==> config.mk <==
export PLATFORM = sky130hd
export DESIGN_NAME = cgl_ctrl
export DESIGN_NICKNAME = d
export VERILOG_FILES = /design/src/verilog/cgl_pkg.sv /design/src/verilog/cgl_sync.sv /design/src/verilog/cgl_settle.sv /design/src/verilog/cgl_ctrl.sv
export SDC_FILE = /design/constraint.sdc
export NUM_CORES = 1
export LEC_CHECK = 0
export BUFFER_PORTS_ARGS = -buffer_cell sky130_fd_sc_hd__buf_2
export CORE_MARGIN = 8
export CORE_UTILIZATION = 46
export CTS_CLUSTER_SIZE = 16
export DETAILED_ROUTE_END_ITERATION = 12
export PLACE_DENSITY = 0.85
export RECOVER_POWER = 50
export SLEW_MARGIN = 20
export SYNTH_ARGS = -nofsm -noshare
export SYNTH_HDL_FRONTEND = slang
export SYNTH_SLANG_ARGS = --single-unit
==> constraint.sdc <==
create_clock -name core_clk -period 1.95 [get_ports core_clk]
set_input_delay 0.39 -clock core_clk [delete_from_list [all_inputs] [get_ports core_clk]]
set_output_delay 0.39 -clock core_clk [all_outputs]
set_load 0.03 [all_outputs]
==> src/verilog/cgl_pkg.sv <==
package cgl_pkg;

    // bus geometry and answers
    localparam int          ADDR_W       = 8;
    localparam logic [1:0]  RESP_OKAY    = 2'b00;
    localparam logic [1:0]  RESP_SLVERR  = 2'b10;

    // register byte offsets
    localparam logic [7:0]  OFF_CTRL     = 8'h00;
    localparam logic [7:0]  OFF_STAT     = 8'h04;
    localparam logic [7:0]  OFF_EVT      = 8'h08;
    localparam logic [7:0]  OFF_MASK     = 8'h0c;
    localparam logic [7:0]  OFF_MODE     = 8'h10;

    // loop_factor_control fields
    localparam int          CTRL_LLA_BIT = 7;
    localparam int          CTRL_MUL_LSB = 4;
    localparam int          CTRL_CLA_BIT = 3;
    localparam int          CTRL_DIV_LSB = 0;

    // generator_status_one fields
    localparam int          STAT_MODE_LSB = 6;
    localparam int          STAT_REF_BIT  = 5;
    localparam int          STAT_LLF_BIT  = 4;
    localparam int          STAT_LOCK_BIT = 3;
    localparam int          STAT_CLF_BIT  = 2;
    localparam int          STAT_ERO_BIT  = 1;
    localparam int          STAT_IRQ_BIT  = 0;

    // event status / mask fields
    localparam int          EVT_LL_BIT   = 0;
    localparam int          EVT_CL_BIT   = 1;

    // reset values
    localparam logic [2:0]  MUL_RST      = 3'h0;
    localparam logic [2:0]  DIV_RST      = 3'h0;
    localparam logic [1:0]  MODE_RST     = 2'h0;
    localparam logic [1:0]  MASK_RST     = 2'h0;

    // loop factor: n = base + step * code
    localparam logic [4:0]  MUL_BASE     = 5'h04;

    // time for a factor write to take effect in the loop
    localparam int          CLK_PERIOD_NS  = 4;
    localparam int          SETTLE_TIME_NS = 40;
    localparam int          SETTLE_CYC     = (SETTLE_TIME_NS + CLK_PERIOD_NS - 1) / CLK_PERIOD_NS;
    localparam logic [7:0]  SETTLE_CNT     = 8'(SETTLE_CYC);

    typedef enum logic [1:0] {
        CGL_SELF,
        CGL_FEI,
        CGL_FBE,
        CGL_FEE
    } cgl_mode_e;

    typedef struct packed {
        logic lock_lost;
        logic locked;
        logic clock_lost;
        logic ext_ref_stable;
        logic crystal_sel;
        logic gen_off;
    } cgl_loop_s;

endpackage

==> src/verilog/cgl_sync.sv <==
`timescale 1ns/1ps
module cgl_sync #(
    parameter int W = 2
) (
    input  wire logic         core_clk,
    input  wire logic         rst_n,
    input  wire logic [W-1:0] d,
    output logic      [W-1:0] q
);
    logic [W-1:0] meta_ff;
    logic [W-1:0] q_ff;

    // first stage feeds only the second stage
    always_ff @(posedge core_clk or negedge rst_n) begin
        if (!rst_n) begin
            meta_ff <= '0;
            q_ff    <= '0;
        end else begin
            meta_ff <= d;
            q_ff    <= meta_ff;
        end
    end

    assign q = q_ff;
endmodule

==> src/verilog/cgl_settle.sv <==
`timescale 1ns/1ps
module cgl_settle
    import cgl_pkg::*;
#(
    parameter logic [2:0] RST = 3'h0
) (
    input  wire logic       core_clk,
    input  wire logic       rst_n,
    input  wire logic       wr_req,
    input  wire logic [2:0] wr_data,
    output logic      [2:0] held,
    output logic      [2:0] applied,
    output logic            busy
);
    logic [2:0] held_ff;
    logic [2:0] applied_ff;
    logic [7:0] cnt_ff;

    // a new write is dropped while the previous one is still settling
    always_ff @(posedge core_clk or negedge rst_n) begin
        if (!rst_n) begin
            held_ff    <= RST;
            applied_ff <= RST;
            cnt_ff     <= 8'h00;
        end else if (wr_req && cnt_ff == 8'h00) begin
            held_ff <= wr_data;
            cnt_ff  <= SETTLE_CNT;
        end else if (cnt_ff != 8'h00) begin
            cnt_ff <= cnt_ff - 8'h01;
            if (cnt_ff == 8'h01) begin
                applied_ff <= held_ff;
            end
        end
    end

    assign held    = held_ff;
    assign applied = applied_ff;
    assign busy    = (cnt_ff != 8'h00);
endmodule

==> src/verilog/cgl_ctrl.sv <==
// Design decisions made here: the placing of the registers and register access over AXI4-Lite.
`timescale 1ns/1ps
// Summary of operation
// - lock_lost action bit picks interrupt (0) or reset (1) while lock_loss_flag set
// - multiplier code k gives loop factor n = 4 + 2k, 4 to 18
// - multiplier write ignored while previous multiplier write still settling
// - clock_loss_action bit picks interrupt (0) or reset (1) on clock loss
// - divider code k gives division factor r = 2 to the power k
// - divider write ignored while previous divider write still settling
// - mode_status shows active mode, updated only through a synchroniser
// - reference_status is 0 for external clock, 1 for crystal or resonator
// - lock_loss_flag is sticky, set on unexpected lock loss until cleared
// - lock indicator follows loop lock, forced 0 in off, self-clocked, bypass
// - clock_loss_flag sets on clock loss and holds until cleared
// - ext_ref_ok reads 1 only while external reference is stable
// - irq flag set while request pending; cleared by status read then write one
// - new interrupt during clear sequence restarts it, flag stays set
// - writing zero to the irq flag bit changes nothing
// - bypassed-external mode not entered until ext_ref_ok reads 1
// - external mode with reference not stable and clock_loss_flag set falls back to self-clocked
module cgl_ctrl
    import cgl_pkg::*;
(
    input  wire logic              core_clk,
    input  wire logic              rst_n,
    input  wire logic [ADDR_W-1:0] s_axi_awaddr,
    input  wire logic              s_axi_awvalid,
    output logic                   s_axi_awready,
    input  wire logic [31:0]       s_axi_wdata,
    input  wire logic [3:0]        s_axi_wstrb,
    input  wire logic              s_axi_wvalid,
    output logic                   s_axi_wready,
    output logic [1:0]             s_axi_bresp,
    output logic                   s_axi_bvalid,
    input  wire logic              s_axi_bready,
    input  wire logic [ADDR_W-1:0] s_axi_araddr,
    input  wire logic              s_axi_arvalid,
    output logic                   s_axi_arready,
    output logic [31:0]            s_axi_rdata,
    output logic [1:0]             s_axi_rresp,
    output logic                   s_axi_rvalid,
    input  wire logic              s_axi_rready,
    input  wire cgl_pkg::cgl_loop_s loop_in,
    output logic [4:0]             loop_multiplier_n,
    output logic [7:0]             output_divider_r,
    output logic [1:0]             mode_status,
    output logic                   lock_indicator,
    output logic                   reset_req,
    output logic                   gen_irq_req,
    output logic                   irq
);
    import cgl_pkg::*;

    logic              aw_hold_ff;
    logic [ADDR_W-1:0] awaddr_ff;
    logic              w_hold_ff;
    logic [31:0]       wdata_ff;
    logic              wlane0_ff;
    logic              bvalid_ff;
    logic [1:0]        bresp_ff;
    logic              rvalid_ff;
    logic [1:0]        rresp_ff;
    logic [31:0]       rdata_ff;

    logic              lla_ff;
    logic              cla_ff;
    logic [1:0]        mode_req_ff;
    logic [1:0]        target_ff;
    logic              ll_flag_ff;
    logic              cl_flag_ff;
    logic              irq_flag_ff;
    logic              clr_armed_ff;
    logic [1:0]        evt_ff;
    logic [1:0]        mask_ff;
    logic              lock_ff;
    logic [4:0]        mul_n_ff;
    logic [7:0]        div_r_ff;

    logic              do_wr;
    logic              do_rd;
    logic              wr_ctrl;
    logic              wr_stat;
    logic              wr_evt;
    logic              wr_mask;
    logic              wr_mode;
    logic              wr_hit;
    logic [7:0]        wbyte;
    logic              rd_stat_armed;
    logic [2:0]        mul_held;
    logic [2:0]        mul_code;
    logic [2:0]        div_held;
    logic [2:0]        div_code;
    logic [1:0]        mode_sync;
    logic              engaged;
    logic              ll_evt;
    logic              cl_evt;
    logic              irq_set;
    logic [7:0]        ctrl_rd;
    logic [7:0]        stat_rd;
    logic [31:0]       nxt_rdata;
    logic [1:0]        nxt_rresp;
    logic [1:0]        nxt_target;

    // bus slave: address and data accepted in either order
    assign s_axi_awready = !aw_hold_ff && !bvalid_ff;
    assign s_axi_wready  = !w_hold_ff && !bvalid_ff;
    assign s_axi_arready = !rvalid_ff;
    assign do_wr         = aw_hold_ff && w_hold_ff && !bvalid_ff;
    assign do_rd         = s_axi_arvalid && !rvalid_ff;
    assign wbyte         = wdata_ff[7:0];

    always_ff @(posedge core_clk or negedge rst_n) begin
        if (!rst_n) begin
            aw_hold_ff <= 1'b0;
            awaddr_ff  <= '0;
        end else if (s_axi_awvalid && s_axi_awready) begin
            aw_hold_ff <= 1'b1;
            awaddr_ff  <= s_axi_awaddr;
        end else if (do_wr) begin
            aw_hold_ff <= 1'b0;
        end
    end

    always_ff @(posedge core_clk or negedge rst_n) begin
        if (!rst_n) begin
            w_hold_ff <= 1'b0;
            wdata_ff  <= 32'h0000_0000;
            wlane0_ff <= 1'b0;
        end else if (s_axi_wvalid && s_axi_wready) begin
            w_hold_ff <= 1'b1;
            wdata_ff  <= s_axi_wdata;
            wlane0_ff <= s_axi_wstrb[0];
        end else if (do_wr) begin
            w_hold_ff <= 1'b0;
        end
    end

    // address decode; registers live in byte lane 0 only
    always_comb begin
        wr_ctrl = 1'b0;
        wr_stat = 1'b0;
        wr_evt  = 1'b0;
        wr_mask = 1'b0;
        wr_mode = 1'b0;
        wr_hit  = 1'b1;
        if (awaddr_ff == OFF_CTRL) begin
            wr_ctrl = do_wr && wlane0_ff;
        end else if (awaddr_ff == OFF_STAT) begin
            wr_stat = do_wr && wlane0_ff;
        end else if (awaddr_ff == OFF_EVT) begin
            wr_evt = do_wr && wlane0_ff;
        end else if (awaddr_ff == OFF_MASK) begin
            wr_mask = do_wr && wlane0_ff;
        end else if (awaddr_ff == OFF_MODE) begin
            wr_mode = do_wr && wlane0_ff;
        end else begin
            wr_hit = 1'b0;
        end
    end

    always_ff @(posedge core_clk or negedge rst_n) begin
        if (!rst_n) begin
            bvalid_ff <= 1'b0;
            bresp_ff  <= RESP_OKAY;
        end else if (do_wr) begin
            bvalid_ff <= 1'b1;
            bresp_ff  <= wr_hit ? RESP_OKAY : RESP_SLVERR;
        end else if (s_axi_bready) begin
            bvalid_ff <= 1'b0;
        end
    end

    assign s_axi_bvalid = bvalid_ff;
    assign s_axi_bresp  = bresp_ff;

    // control bits written directly
    always_ff @(posedge core_clk or negedge rst_n) begin
        if (!rst_n) begin
            lla_ff <= 1'b0;
            cla_ff <= 1'b0;
        end else if (wr_ctrl) begin
            lla_ff <= wbyte[CTRL_LLA_BIT];
            cla_ff <= wbyte[CTRL_CLA_BIT];
        end
    end

    cgl_settle #(
        .RST     (MUL_RST)
    ) u_mul (
        .core_clk (core_clk),
        .rst_n    (rst_n),
        .wr_req   (wr_ctrl),
        .wr_data  (wbyte[CTRL_MUL_LSB +: 3]),
        .held     (mul_held),
        .applied  (mul_code),
        .busy     ()
    );

    cgl_settle #(
        .RST     (DIV_RST)
    ) u_div (
        .core_clk (core_clk),
        .rst_n    (rst_n),
        .wr_req   (wr_ctrl),
        .wr_data  (wbyte[CTRL_DIV_LSB +: 3]),
        .held     (div_held),
        .applied  (div_code),
        .busy     ()
    );

    // factor decode registered for the loop
    always_ff @(posedge core_clk or negedge rst_n) begin
        if (!rst_n) begin
            mul_n_ff <= MUL_BASE;
            div_r_ff <= 8'h01;
        end else begin
            mul_n_ff <= MUL_BASE + {1'b0, mul_code, 1'b0};
            div_r_ff <= 8'h01 << div_code;
        end
    end

    assign loop_multiplier_n = mul_n_ff;
    assign output_divider_r  = div_r_ff;

    always_ff @(posedge core_clk or negedge rst_n) begin
        if (!rst_n) begin
            mode_req_ff <= MODE_RST;
        end else if (wr_mode) begin
            mode_req_ff <= wbyte[1:0];
        end
    end

    // mode selection; bypass must wait for a good reference
    always_comb begin
        nxt_target = mode_req_ff;
        if (mode_req_ff[1] && !loop_in.ext_ref_stable && cl_flag_ff) begin
            nxt_target = CGL_SELF;
        end else if (mode_req_ff == CGL_FBE && !loop_in.ext_ref_stable) begin
            nxt_target = target_ff;
        end
    end

    always_ff @(posedge core_clk or negedge rst_n) begin
        if (!rst_n) begin
            target_ff <= MODE_RST;
        end else begin
            target_ff <= nxt_target;
        end
    end

    cgl_sync #(
        .W        (2)
    ) u_mode_sync (
        .core_clk (core_clk),
        .rst_n    (rst_n),
        .d        (target_ff),
        .q        (mode_sync)
    );

    assign mode_status = mode_sync;
    assign engaged     = !loop_in.gen_off && (mode_sync == CGL_FEI || mode_sync == CGL_FEE);

    always_ff @(posedge core_clk or negedge rst_n) begin
        if (!rst_n) begin
            lock_ff <= 1'b0;
        end else begin
            lock_ff <= loop_in.locked && engaged;
        end
    end

    assign lock_indicator = lock_ff;

    // lock loss only counts when the loop was meant to be locked
    assign ll_evt  = loop_in.lock_lost && engaged;
    assign cl_evt  = loop_in.clock_lost;
    assign irq_set = (ll_evt && !lla_ff) || (cl_evt && !cla_ff);

    // sticky lock loss, set beats clear
    always_ff @(posedge core_clk or negedge rst_n) begin
        if (!rst_n) begin
            ll_flag_ff <= 1'b0;
        end else if (ll_evt) begin
            ll_flag_ff <= 1'b1;
        end else if (wr_stat && wbyte[STAT_LLF_BIT]) begin
            ll_flag_ff <= 1'b0;
        end
    end

    // sticky clock loss, set beats clear
    always_ff @(posedge core_clk or negedge rst_n) begin
        if (!rst_n) begin
            cl_flag_ff <= 1'b0;
        end else if (cl_evt) begin
            cl_flag_ff <= 1'b1;
        end else if (wr_stat && wbyte[STAT_CLF_BIT]) begin
            cl_flag_ff <= 1'b0;
        end
    end

    // read with flag set arms the clear
    assign rd_stat_armed = do_rd && s_axi_araddr == OFF_STAT && irq_flag_ff;

    // a new interrupt request disarms and keeps the flag
    always_ff @(posedge core_clk or negedge rst_n) begin
        if (!rst_n) begin
            clr_armed_ff <= 1'b0;
        end else if (irq_set) begin
            clr_armed_ff <= 1'b0;
        end else if (rd_stat_armed) begin
            clr_armed_ff <= 1'b1;
        end else if (wr_stat && wbyte[STAT_IRQ_BIT]) begin
            clr_armed_ff <= 1'b0;
        end
    end

    // only a one with the sequence armed clears
    always_ff @(posedge core_clk or negedge rst_n) begin
        if (!rst_n) begin
            irq_flag_ff <= 1'b0;
        end else if (irq_set) begin
            irq_flag_ff <= 1'b1;
        end else if (wr_stat && wbyte[STAT_IRQ_BIT] && clr_armed_ff) begin
            irq_flag_ff <= 1'b0;
        end
    end

    assign gen_irq_req = irq_flag_ff;
    // lock-loss action only while its flag is set
    // clock-loss action picks the reset request
    assign reset_req   = (ll_flag_ff && lla_ff) || (cl_flag_ff && cla_ff);

    // event status for the system interrupt line, write one to clear
    always_ff @(posedge core_clk or negedge rst_n) begin
        if (!rst_n) begin
            evt_ff <= 2'h0;
        end else begin
            evt_ff[EVT_LL_BIT] <= ll_evt || (evt_ff[EVT_LL_BIT] && !(wr_evt && wbyte[EVT_LL_BIT]));
            evt_ff[EVT_CL_BIT] <= cl_evt || (evt_ff[EVT_CL_BIT] && !(wr_evt && wbyte[EVT_CL_BIT]));
        end
    end

    always_ff @(posedge core_clk or negedge rst_n) begin
        if (!rst_n) begin
            mask_ff <= MASK_RST;
        end else if (wr_mask) begin
            mask_ff <= wbyte[1:0];
        end
    end

    assign irq = |(evt_ff & mask_ff);

    // readback shows the last accepted factor write
    assign ctrl_rd = {lla_ff, mul_held, cla_ff, div_held};
    // reference select straight from the loop
    // external reference health straight from the loop
    assign stat_rd = {mode_sync, loop_in.crystal_sel, ll_flag_ff, lock_ff,
                      cl_flag_ff, loop_in.ext_ref_stable, irq_flag_ff};

    always_comb begin
        nxt_rdata = 32'h0000_0000;
        nxt_rresp = RESP_OKAY;
        if (s_axi_araddr == OFF_CTRL) begin
            nxt_rdata[7:0] = ctrl_rd;
        end else if (s_axi_araddr == OFF_STAT) begin
            nxt_rdata[7:0] = stat_rd;
        end else if (s_axi_araddr == OFF_EVT) begin
            nxt_rdata[1:0] = evt_ff;
        end else if (s_axi_araddr == OFF_MASK) begin
            nxt_rdata[1:0] = mask_ff;
        end else if (s_axi_araddr == OFF_MODE) begin
            nxt_rdata[1:0] = mode_req_ff;
        end else begin
            nxt_rresp = RESP_SLVERR;
        end
    end

    always_ff @(posedge core_clk or negedge rst_n) begin
        if (!rst_n) begin
            rvalid_ff <= 1'b0;
            rresp_ff  <= RESP_OKAY;
            rdata_ff  <= 32'h0000_0000;
        end else if (do_rd) begin
            rvalid_ff <= 1'b1;
            rresp_ff  <= nxt_rresp;
            rdata_ff  <= nxt_rdata;
        end else if (s_axi_rready) begin
            rvalid_ff <= 1'b0;
        end
    end

    assign s_axi_rvalid = rvalid_ff;
    assign s_axi_rresp  = rresp_ff;
    assign s_axi_rdata  = rdata_ff;
endmodule

==> reports/results.ini, run 1 <==
[synthesis]
yosysMostFrequentCell = dfrtp_1
yosys.cell_types.count = 46
synth_compound_area_share_pct = 6.60
yosys.area.top_type = dfrtp_1
synthArstFlopShare_pct = 100
synth_xor_area_share_pct = 0.651
synthTopCellsByCount = dfrtp_1 (88), mux2_2 (37), nand2_1 (30)
muxShareOfSynthArea_pct = 12.6
synthSimpleGateAreaFrac_pct = 15.3
synth_top_family_by_area = simple AND/OR/NAND/NOR gates
seq_area_frac_synth_pct = 55.9
netlist_area_sq_um = 4040
ys.flop_type = dfrtp_1
syn_inst = 342
ys_top_cells_by_area = dfrtp_1 (55%), mux2_2 (10%), buf_4 (5.0%)
ys_seq_elements = 90
synth-adder-area-share_pct = 1.55
synth_top_area_share_pct = 54.6
postSynthAreaPerCell_sq_um = 11.8
synth_edf_count = 0
yosys_warnings = 0

[floorplan]
rows = 34
core_sq_um = 8640
dieWidth_um = 110
initial_core_util_pct = 46.7
dieHeight_um = 110
die_area_sq_um = 12000
io_pins = 125

[route]
drc = 0
dr_total_vias = 2863
vias_per_cell = 5.22
dr.pass1.iters = 4
antenna_left = 0
drt-initial-drc-count = 149
wire_per_inst_um = 16.0
routed_wl_um = 8790

[layout]
drive_gt1_share_pct = 38.0
areaGrowthSynthToFinish_pct = 19.5
nFillCells = 686
diodes = 0
finalNetCount = 505
post-route-util_pct = 55.9

[setup_path]
cp_cell_sequence = inv_2, ha_2, or3b_4, nor3_4, nand3_4, mux2_4
timing.critical_path.buf_inv = 1
cp.arrival_ns = 2.15
crit_slowest_cell = or3b_4
path_delay_family = simple AND/OR/NAND/NOR gates
endpoint_kind = flip-flop
slowest_delay_ns = 0.43
required_ns = 2.20
startpoint_type = flip-flop
critPathKind = flip-flop to flip-flop
path_max_fanout = 5

[cts]
cts_tree = done
cts_buffers = 9
clkTransAtPathRegs_ns = 0.09
cts-root-buf = clkbuf_8
cts.sinks = 90
h-tree-depth = 3
clk_path_buf_depth = 2
clk_latency_ns = 0.36

[run]
max_cap_violations = 0

[grt]
grt_max_degree = 43
antenna_found_initial = 0
grt.overflow.total = 0
grt_busiest_layer = met2
grt_pass1_vias = 2971
use_met3_pct = 3.63
grt_pass1_wl_um = 13900
grt_use_met2_pct = 25.2
use_met1_pct = 17.4
grt.total_usage_pct = 14.9

[place]
port_buffers = 70
dp_hpwl_um = 6440
place_congestion = 0.793

[sta]
worstMarginPinSlew_ns = 0.840
fin_tns_setup_ns = 0
timing.fmax_mhz = 528
finalHoldViolations = 0
fin_crit_sh_pct = 97.2
skew_ns = 0.0121
slew_violations = 0
rsz0062_at_grt = true
period_needed_ns = 1.89
setup_viol = 0
slew_headroom_pct = 44.0

[min_path]
hp-class = input port to flip-flop

[power]
vdd_ir_drop_max_uv = 878
p_per_area_nw_per_um2 = 1220
power.leakage_nw = 2.42

[status]
status = finished, final reports clean

cell type report:
cell class | count | area (sq um) | area share, %
clock inverters | 7 | 100 | 2.08
well taps | 108 | 135 | 2.80
clock buffers | 9 | 124 | 2.57
inverters | 14 | 52.6 | 1.09
multi-input cells | 228 | 1630 | 33.9
repair buffers | 92 | 523 | 10.8
flip-flops and latches | 90 | 2250 | 46.7
report_power, final:
part           switching [W]  leakage (nW)  internal, W  total, W
clock               0.000686         0.102     0.000730   0.00142
sequential          0.000439          1.15      0.00230   0.00274
combinational       0.000925          1.17     0.000791   0.00172
total                0.00205          2.42      0.00383   0.00588
metrics by stage:
step / area [sq um] / hold WS, ns / total power (W) / std cells / worst slack [ns]
6_report: 4820 / 0.205 / 0.00588 / 548 / 0.0550
5_1_grt: 4820 / 0.188 / 0.00623 / 548 / -0.0118
4_1_cts: 4800 / 0.192 / 0.00584 / 545 / -0.00350
3_5_place_dp: 4530 / 0.340 / 0.00440 / 525 / -0.0320
3_3_place_gp: 4530 / 0.338 / 0.00428 / 525 / 0.0271
2_1_floorplan: 4170 / 0.0944 / 0.00389 / 368 / 0.0394
layer usage:
layer | wire length [um] | vias to the layer above
met4 | 205 | 0
met3 | 581 | 18
li1 | - | 1325
met2 | 4530 | 105
met1 | 3470 | 1415
met5 | 0 | -
logic make-up after synthesis:
| group | after synthesis |
|---|---|
| simple gates | 107 |
| flops | 90 |
| buf+inv | 50 |
| mux | 45 |
| compound gates | 41 |
| fa+ha+maj | 5 |
| xor+xnor | 3 |
| other cells | 1 |
repair_timing:
| item | CTS | global route |
|---|---|---|
| hold buffers | 1 | 0 |
| pin swaps | 0 | 4 |
| hold endpoints to repair | 32 | 0 |
| setup endpoints to repair | 10 | 19 |
| setup buffers | 3 | 3 |
| resized for setup | 2 | 3 |
path summary, 6_finish.rpt:
check,from,end,slack [ns],depth (start not counted)
min in group asynchronous,rst_n,awaddr_ff[5],0.66,2
worst min register to register,u_mode_sync.meta_ff[1],u_mode_sync.q[1],0.35,0
worst max register to register,u_mul.cnt_ff[1],u_mul.held[1],0.06,6
max in group asynchronous,rst_n,output_divider_r[0],0.24,3
worst max-delay path,u_mul.cnt_ff[1],u_mul.held[1],0.06,6
worst min-delay path,s_axi_rready,s_axi_rvalid,0.21,2
cell usage in the layout, fill, tap and decap left out, types with 3 or more instances in the layout:
cell type   netlist  layout
a21o_1            9       9
o21ai_0           9       9
a22oi_1           6       6
nor3b_1           4       4
o31ai_1           3       3
nor2b_1           4       4
mux2_2           37      36
nand3_1           8       6
and3b_1           3       3
buf_2             1      69
clkbuf_8          0       9
ha_1              5       4
buf_4            27      18
mux2i_1           6       6
dfrtp_1          88      88
clkinvlp_4        0       3
inv_1            14      13
a21oi_1           8       7
nor3_1            9       8
nand2b_1          3       3
nand4b_1          4       4
nand2_1          30      30
conb_1            1      27
or3_1             4       4
nor2_1           19      17
mux2_4            2       3
state kept, by name, indices dropped and copies added (netlist names), 4 cells and up:
| name | flops |
|---|---|
| wdata_ff | 8 |
| output_divider_r | 8 |
| s_axi_rdata | 8 |
| loop_multiplier_n | 4 |
| u_mul.cnt_ff | 8 |
| awaddr_ff | 8 |
| u_div.cnt_ff | 8 |
Note: power is estimated with default switching activity, not from simulation.
==> inputs of run 2 (changes only) <==
Settings changed: SYNTH_HIERARCHICAL from default to 1.
==> run 2 against run 1 <==
The run now ends with negative setup slack left. Via count rose by 1.6%. Sequential share of layout area fell by 0.63 points. Sequential power barely moved. Power fell by 3.3%. Utilization rose by 0.24 points. Largest cell class unchanged. Clock skew fell by 0.0020 ns. Fmax fell by 6.8%. Area after synthesis rose by 2.2%. Cell count rose by 1.3%. Register-to-register slack got worse by 0.14 ns.
==> reports/results.ini, run 2 <==
[status]
status = finished with violations
violations = negative setup slack

[grt]
grt.total_usage_pct = 14.3
grt_pass1_vias = 2941
antenna_found_initial = 1
grt_max_degree = 41
grt.overflow.total = 0
grt_pass1_wl_um = 14700

[synthesis]
synth_top_family_by_area = simple AND/OR/NAND/NOR gates
netlist_area_sq_um = 4120
synth_compound_area_share_pct = 8.59
ys_seq_elements = 90
synthTopCellsByCount = dfrtp_1 (88), mux2_2 (31), buf_4 (27)
ys_top_cells_by_area = dfrtp_1 (53%), mux2_2 (8.5%), buf_4 (4.9%)
synth_top_area_share_pct = 53.4
synthArstFlopShare_pct = 100
postSynthAreaPerCell_sq_um = 12.0
synth-adder-area-share_pct = 2.12
muxShareOfSynthArea_pct = 10.9
yosys_warnings = 6
syn_inst = 345
synthSimpleGateAreaFrac_pct = 15.4
seq_area_frac_synth_pct = 54.7
yosysMostFrequentCell = dfrtp_1
ys.flop_type = dfrtp_1
yosys.cell_types.count = 57
synth_edf_count = 0
synth_xor_area_share_pct = 0.850
yosys.area.top_type = dfrtp_1

[place]
place_area_sq_um = 4650
dp_hpwl_um = 6640
port_buffers = 70
place_congestion = 0.833

[route]
vias_per_cell = 5.24
wire_per_inst_um = 15.9
drc = 0
highest_layer = met5
wl_met3_um = 467
wl_met1_um = 3780
drt-initial-drc-count = 174
routed_wl_um = 8850
wl_met2_um = 4440
dr.pass1.iters = 4
dr_total_vias = 2909
antenna_left = 0

[setup_path]
regToRegSetupSlack_ns = -0.08
reg2reg_depth = 5
endpoint_kind = flip-flop
required_ns = 2.19
timing.rr.end = u_mul/held[0]
startpoint_type = flip-flop
cp.arrival_ns = 2.27
cp-startpoint = awaddr_ff[1]
path_max_fanout = 7
critPathKind = flip-flop to flip-flop
r2r-start = awaddr_ff[1]
endpoint = u_mul/held[0]

[run]
max_cap_violations = 0

[power]
power.leakage_nw = 2.42
vdd_ir_drop_max_uv = 1100
p_per_area_nw_per_um2 = 1160

[floorplan]
dieWidth_um = 111
core_sq_um = 8720
rows = 34
io_pins = 125
dieHeight_um = 111
die_area_sq_um = 12300
initial_core_util_pct = 47.3

[sta]
rsz0062_at_grt = true
slew_violations = 0
finalHoldViolations = 0
slew_headroom_pct = 34.5
period_needed_ns = 2.03
skew_ns = 0.0101
timing.fmax_mhz = 492
holdWs_ns = 0.177
fin_crit_sh_pct = 104
layout_setup_ws_ns = -0.0830
setup_viol = 11
worstMarginPinSlew_ns = 0.983
fin_tns_setup_ns = -0.454

[cts]
h-tree-depth = 3
cts_hold_buffers = 0
clkTransAtPathRegs_ns = 0.09
cts.sinks = 90
cts-root-buf = clkbuf_8
cts_tree = done
clk_path_buf_depth = 2
cts_buffers = 9
clk_latency_ns = 0.36

[layout]
nFillCells = 734
final_cell_mix = dfrtp_1 (87), buf_2 (69), mux2_2 (30)
drive_gt1_share_pct = 37.1
areaGrowthSynthToFinish_pct = 18.6
post-route-util_pct = 56.1
finalNetCount = 514
regArea_sq_um = 2260
diodes = 0
postLayoutCellArea_sq_um = 4890
final_common_cell = dfrtp_1
multi_input_area_sq_um = 1720

[min_path]
hp-class = input port to asynchronous set/reset pin

[run 2: changes by cell type after synthesis, moves of 4 or more]
| cell | delta |
|---|---|
| a21o_1 | -5 |
| a222oi_1 | +6 |
| a22oi_1 | -5 |
| inv_1 | +8 |
| mux2_1 | +4 |
| mux2_2 | -6 |
| nand2_1 | -21 |
| nor3_1 | -4 |
| o21ai_0 | +9 |
[run 2: worst min path at each step]
stage               cells after the start          endpoint                    from
floorplan                               0        aw_hold_ff                   rst_n
detailed placement                      0  u_mode_sync/q[1]  u_mode_sync/meta_ff[1]
global placement                        0  u_mode_sync/q[1]  u_mode_sync/meta_ff[1]
CTS                                     1    mode_req_ff[0]                   rst_n
finish                                  1   u_mul/cnt_ff[5]                   rst_n
global route                            2      s_axi_rvalid            s_axi_rready
[run 2: kinds of logic (layout without fill, tap and decap cells)]
| group | after synthesis | in the layout |
|---|---|---|
| simple gates | 96 | 96 |
| flops | 90 | 90 |
| buf+inv | 54 | 130 |
| compound gates | 53 | 53 |
| mux | 40 | 40 |
| fa+ha+maj | 7 | 7 |
| xor+xnor | 4 | 4 |
| other cells | 1 | 27 |
[run 2: final cells by class]
class                      count  share of cell area [%]
clock buffer                  10                    2.81
clock inverter                 6                    1.02
tap                          108                    2.76
inverter                      22                    1.69
sequential                    90                    46.1
multi-input combinational    227                    35.1
timing repair buffer          92                    10.5
[run 2: what timing repair did]
item                                    CTS  global route
gates resized for setup                   4             9
cloned                                    0             0
pin swaps                                 3             3
endpoints found under the setup margin    6            18
hold endpoints to repair                  0             0
buffers inserted                          3             4
[run 2: layer usage]
| layer | up-vias | track usage [%] |
|---|---|---|
| met5 | - | 0 |
| met4 | 2 | 5.77 |
| met3 | 15 | 3.84 |
| met2 | 85 | 23.6 |
| met1 | 1430 | 17.4 |
| li1 | 1377 | - |
[run 2: critical path, stage by stage (launching register included)]
cell and delay (ns):
dfrtp_1 0.39, or4bb_4 0.57, nor4_4 0.25, and2_4 0.27, nand3_4 0.11, mux2_4 0.33
[run 2: power breakdown]
part	internal, W	switching [W]
sequential	0.00230	0.000441
clock	0.000513	0.000674
combinational	0.000804	0.000954
[run 2: stage by stage]
stage                     total power, W  worst slack, ns  std cells
after floorplan                  0.00393           -0.210        371
after global placement           0.00435           0.0111        533
after detailed placement         0.00447          -0.0283        533
after CTS                        0.00568          -0.0675        552
after global routing             0.00604           -0.160        555
final                            0.00568          -0.0830        555
==> inputs of run 3 (changes only) <==
Settings changed: CORE_MARGIN 8 to default.
==> run 3 against run 2 <==
The flow finishes with violations (design-rule violations, negative setup slack). Fmax is 2.6% higher. Via count is 1.8% higher. Register-to-register slack better by 0.05 ns. Critical path depth stayed put. Combinational power hardly changed. Clock power is 23% higher. Non-clock buffer count is 1 lower. Critical endpoint is now u_div/held[1]. Largest power group unchanged.
==> reports/results.ini, run 3 (same netlist as run 2, synthesis figures left out) <==
[power]
totalPowerFinal_w = 0.00594
vdd_ir_drop_max_uv = 924
p_per_area_nw_per_um2 = 1210
power.leakage_nw = 2.43

[sta]
skew_ns = 0.00826
rsz0062_at_grt = true
fin_tns_setup_ns = -0.142
layout_setup_ws_ns = -0.0321
slew_headroom_pct = 44.7
setup_viol = 8
holdWs_ns = 0.213
fin_crit_sh_pct = 102
worstMarginPinSlew_ns = 0.830
timing.fmax_mhz = 505
slew_violations = 0
finalHoldViolations = 0
period_needed_ns = 1.98

[floorplan]
initial_core_util_pct = 47.3
io_pins = 125
dieWidth_um = 96.7
rows = 34
die_area_sq_um = 9350
dieHeight_um = 96.7
core_sq_um = 8720

[grt]
grt_busiest_layer = met2
use_met3_pct = 4.26
grt_pass1_wl_um = 14200
grt_use_met2_pct = 32.2
grt.overflow.total = 0
grt_pass1_vias = 2960
antenna_found_initial = 0
grt.total_usage_pct = 19.1
use_met1_pct = 23.5
grt_max_degree = 36

[route]
dr_total_vias = 2960
vias_per_cell = 5.35
drc = 1
dr.pass1.iters = 8
drt-initial-drc-count = 180
routed_wl_um = 8590
wire_per_inst_um = 15.5
antenna_left = 0

[setup_path]
endpoint = u_div/held[1]
path_max_fanout = 6
r2r-start = awaddr_ff[1]
required_ns = 2.19
endpoint_kind = flip-flop
reg2reg_depth = 5
startpoint_type = flip-flop
cp.arrival_ns = 2.22
critPathKind = flip-flop to flip-flop
cp-startpoint = awaddr_ff[1]
regToRegSetupSlack_ns = -0.03
timing.rr.end = u_div/held[1]

[layout]
areaGrowthSynthToFinish_pct = 19.1
diodes = 0
post-route-util_pct = 56.3
finalNetCount = 513
final_common_cell = dfrtp_1
drive_gt1_share_pct = 36.2
nFillCells = 702
multi_input_area_sq_um = 1710
regArea_sq_um = 2260
final_cell_mix = dfrtp_1 (87), buf_2 (69), mux2_2 (31)

[cts]
cts-root-buf = clkbuf_8
cts_buffers = 9
clk_latency_ns = 0.35
clk_path_buf_depth = 2
cts_tree = done
clkTransAtPathRegs_ns = 0.08
cts.sinks = 90
h-tree-depth = 3

[place]
place_congestion = 0.887
port_buffers = 70
dp_hpwl_um = 6290
place_ws_ns = -0.0147

[status]
status = finished with violations
violations = design-rule violations, negative setup slack

[min_path]
worstHoldStart = s_axi_bready
hp-class = input port to flip-flop

[run]
max_cap_violations = 0

## run 3: changes by cell type in the layout (fill, tap and decap cells not counted), moves of 2 or more
cell       previous run  this run
buf_4                17        14
mux2_4                5         3
clkbuf_1              1         3
o21ai_0              16        14
o21ai_1               3         5
bufinv_16             0         3
## run 3: stage by stage
stage / cell area [sq um] / cells
floorplan: 4240 / 371
detailed placement: 4640 / 534
finish: 4910 / 553
global placement: 4640 / 534
global route: 4910 / 553
CTS: 4890 / 550
## run 3: what timing repair did
action / CTS / global route
pin swaps: 0 / 2
buffers inserted: 0 / 3
endpoints found under the hold margin: 31 / 0
hold buffers: 1 / 0
resized for setup: 1 / 10
setup endpoints to repair: 5 / 16
## run 3: layout make-up
cell class | count | share of cell area [%]
sequential | 90 | 45.9
multi-input combinational | 227 | 34.7
timing repair buffer | 91 | 10.2
tap | 108 | 2.75
clock buffer | 10 | 2.60
clock inverter | 5 | 2.11
inverter | 22 | 1.68
## run 3: critical path, stage by stage, from the launching register on
cell and delay (ns):
dfrtp_1 0.39, or4bb_4 0.56, nor4_4 0.24, and2_4 0.26, nand3_2 0.11, mux2_2 0.31
## run 3: routing by layer
layer | vias to the layer above | wire, um | share of wire [%]
li1 | 1367 | - | -
met1 | 1469 | 3480 | 40
met2 | 104 | 4490 | 52
met3 | 20 | 424 | 4.9
met4 | 0 | 203 | 2.4
met5 | - | 0 | 0
## run 3: worst min-delay path by stage
stage                             to  slack, ns  cells after the start
floorplan                 aw_hold_ff       0.09                      0
global placement    u_mode_sync/q[1]       0.34                      0
detailed placement  u_mode_sync/q[0]       0.35                      0
CTS                     s_axi_bvalid       0.20                      2
global route            s_axi_bvalid       0.20                      2
finish                  s_axi_bvalid       0.21                      2
## run 3: power breakdown
part | internal, W | switching, W | total, W
Clock | 0.000845 | 0.000610 | 0.00146
Sequential | 0.00230 | 0.000461 | 0.00276
Combinational | 0.000783 | 0.000945 | 0.00173
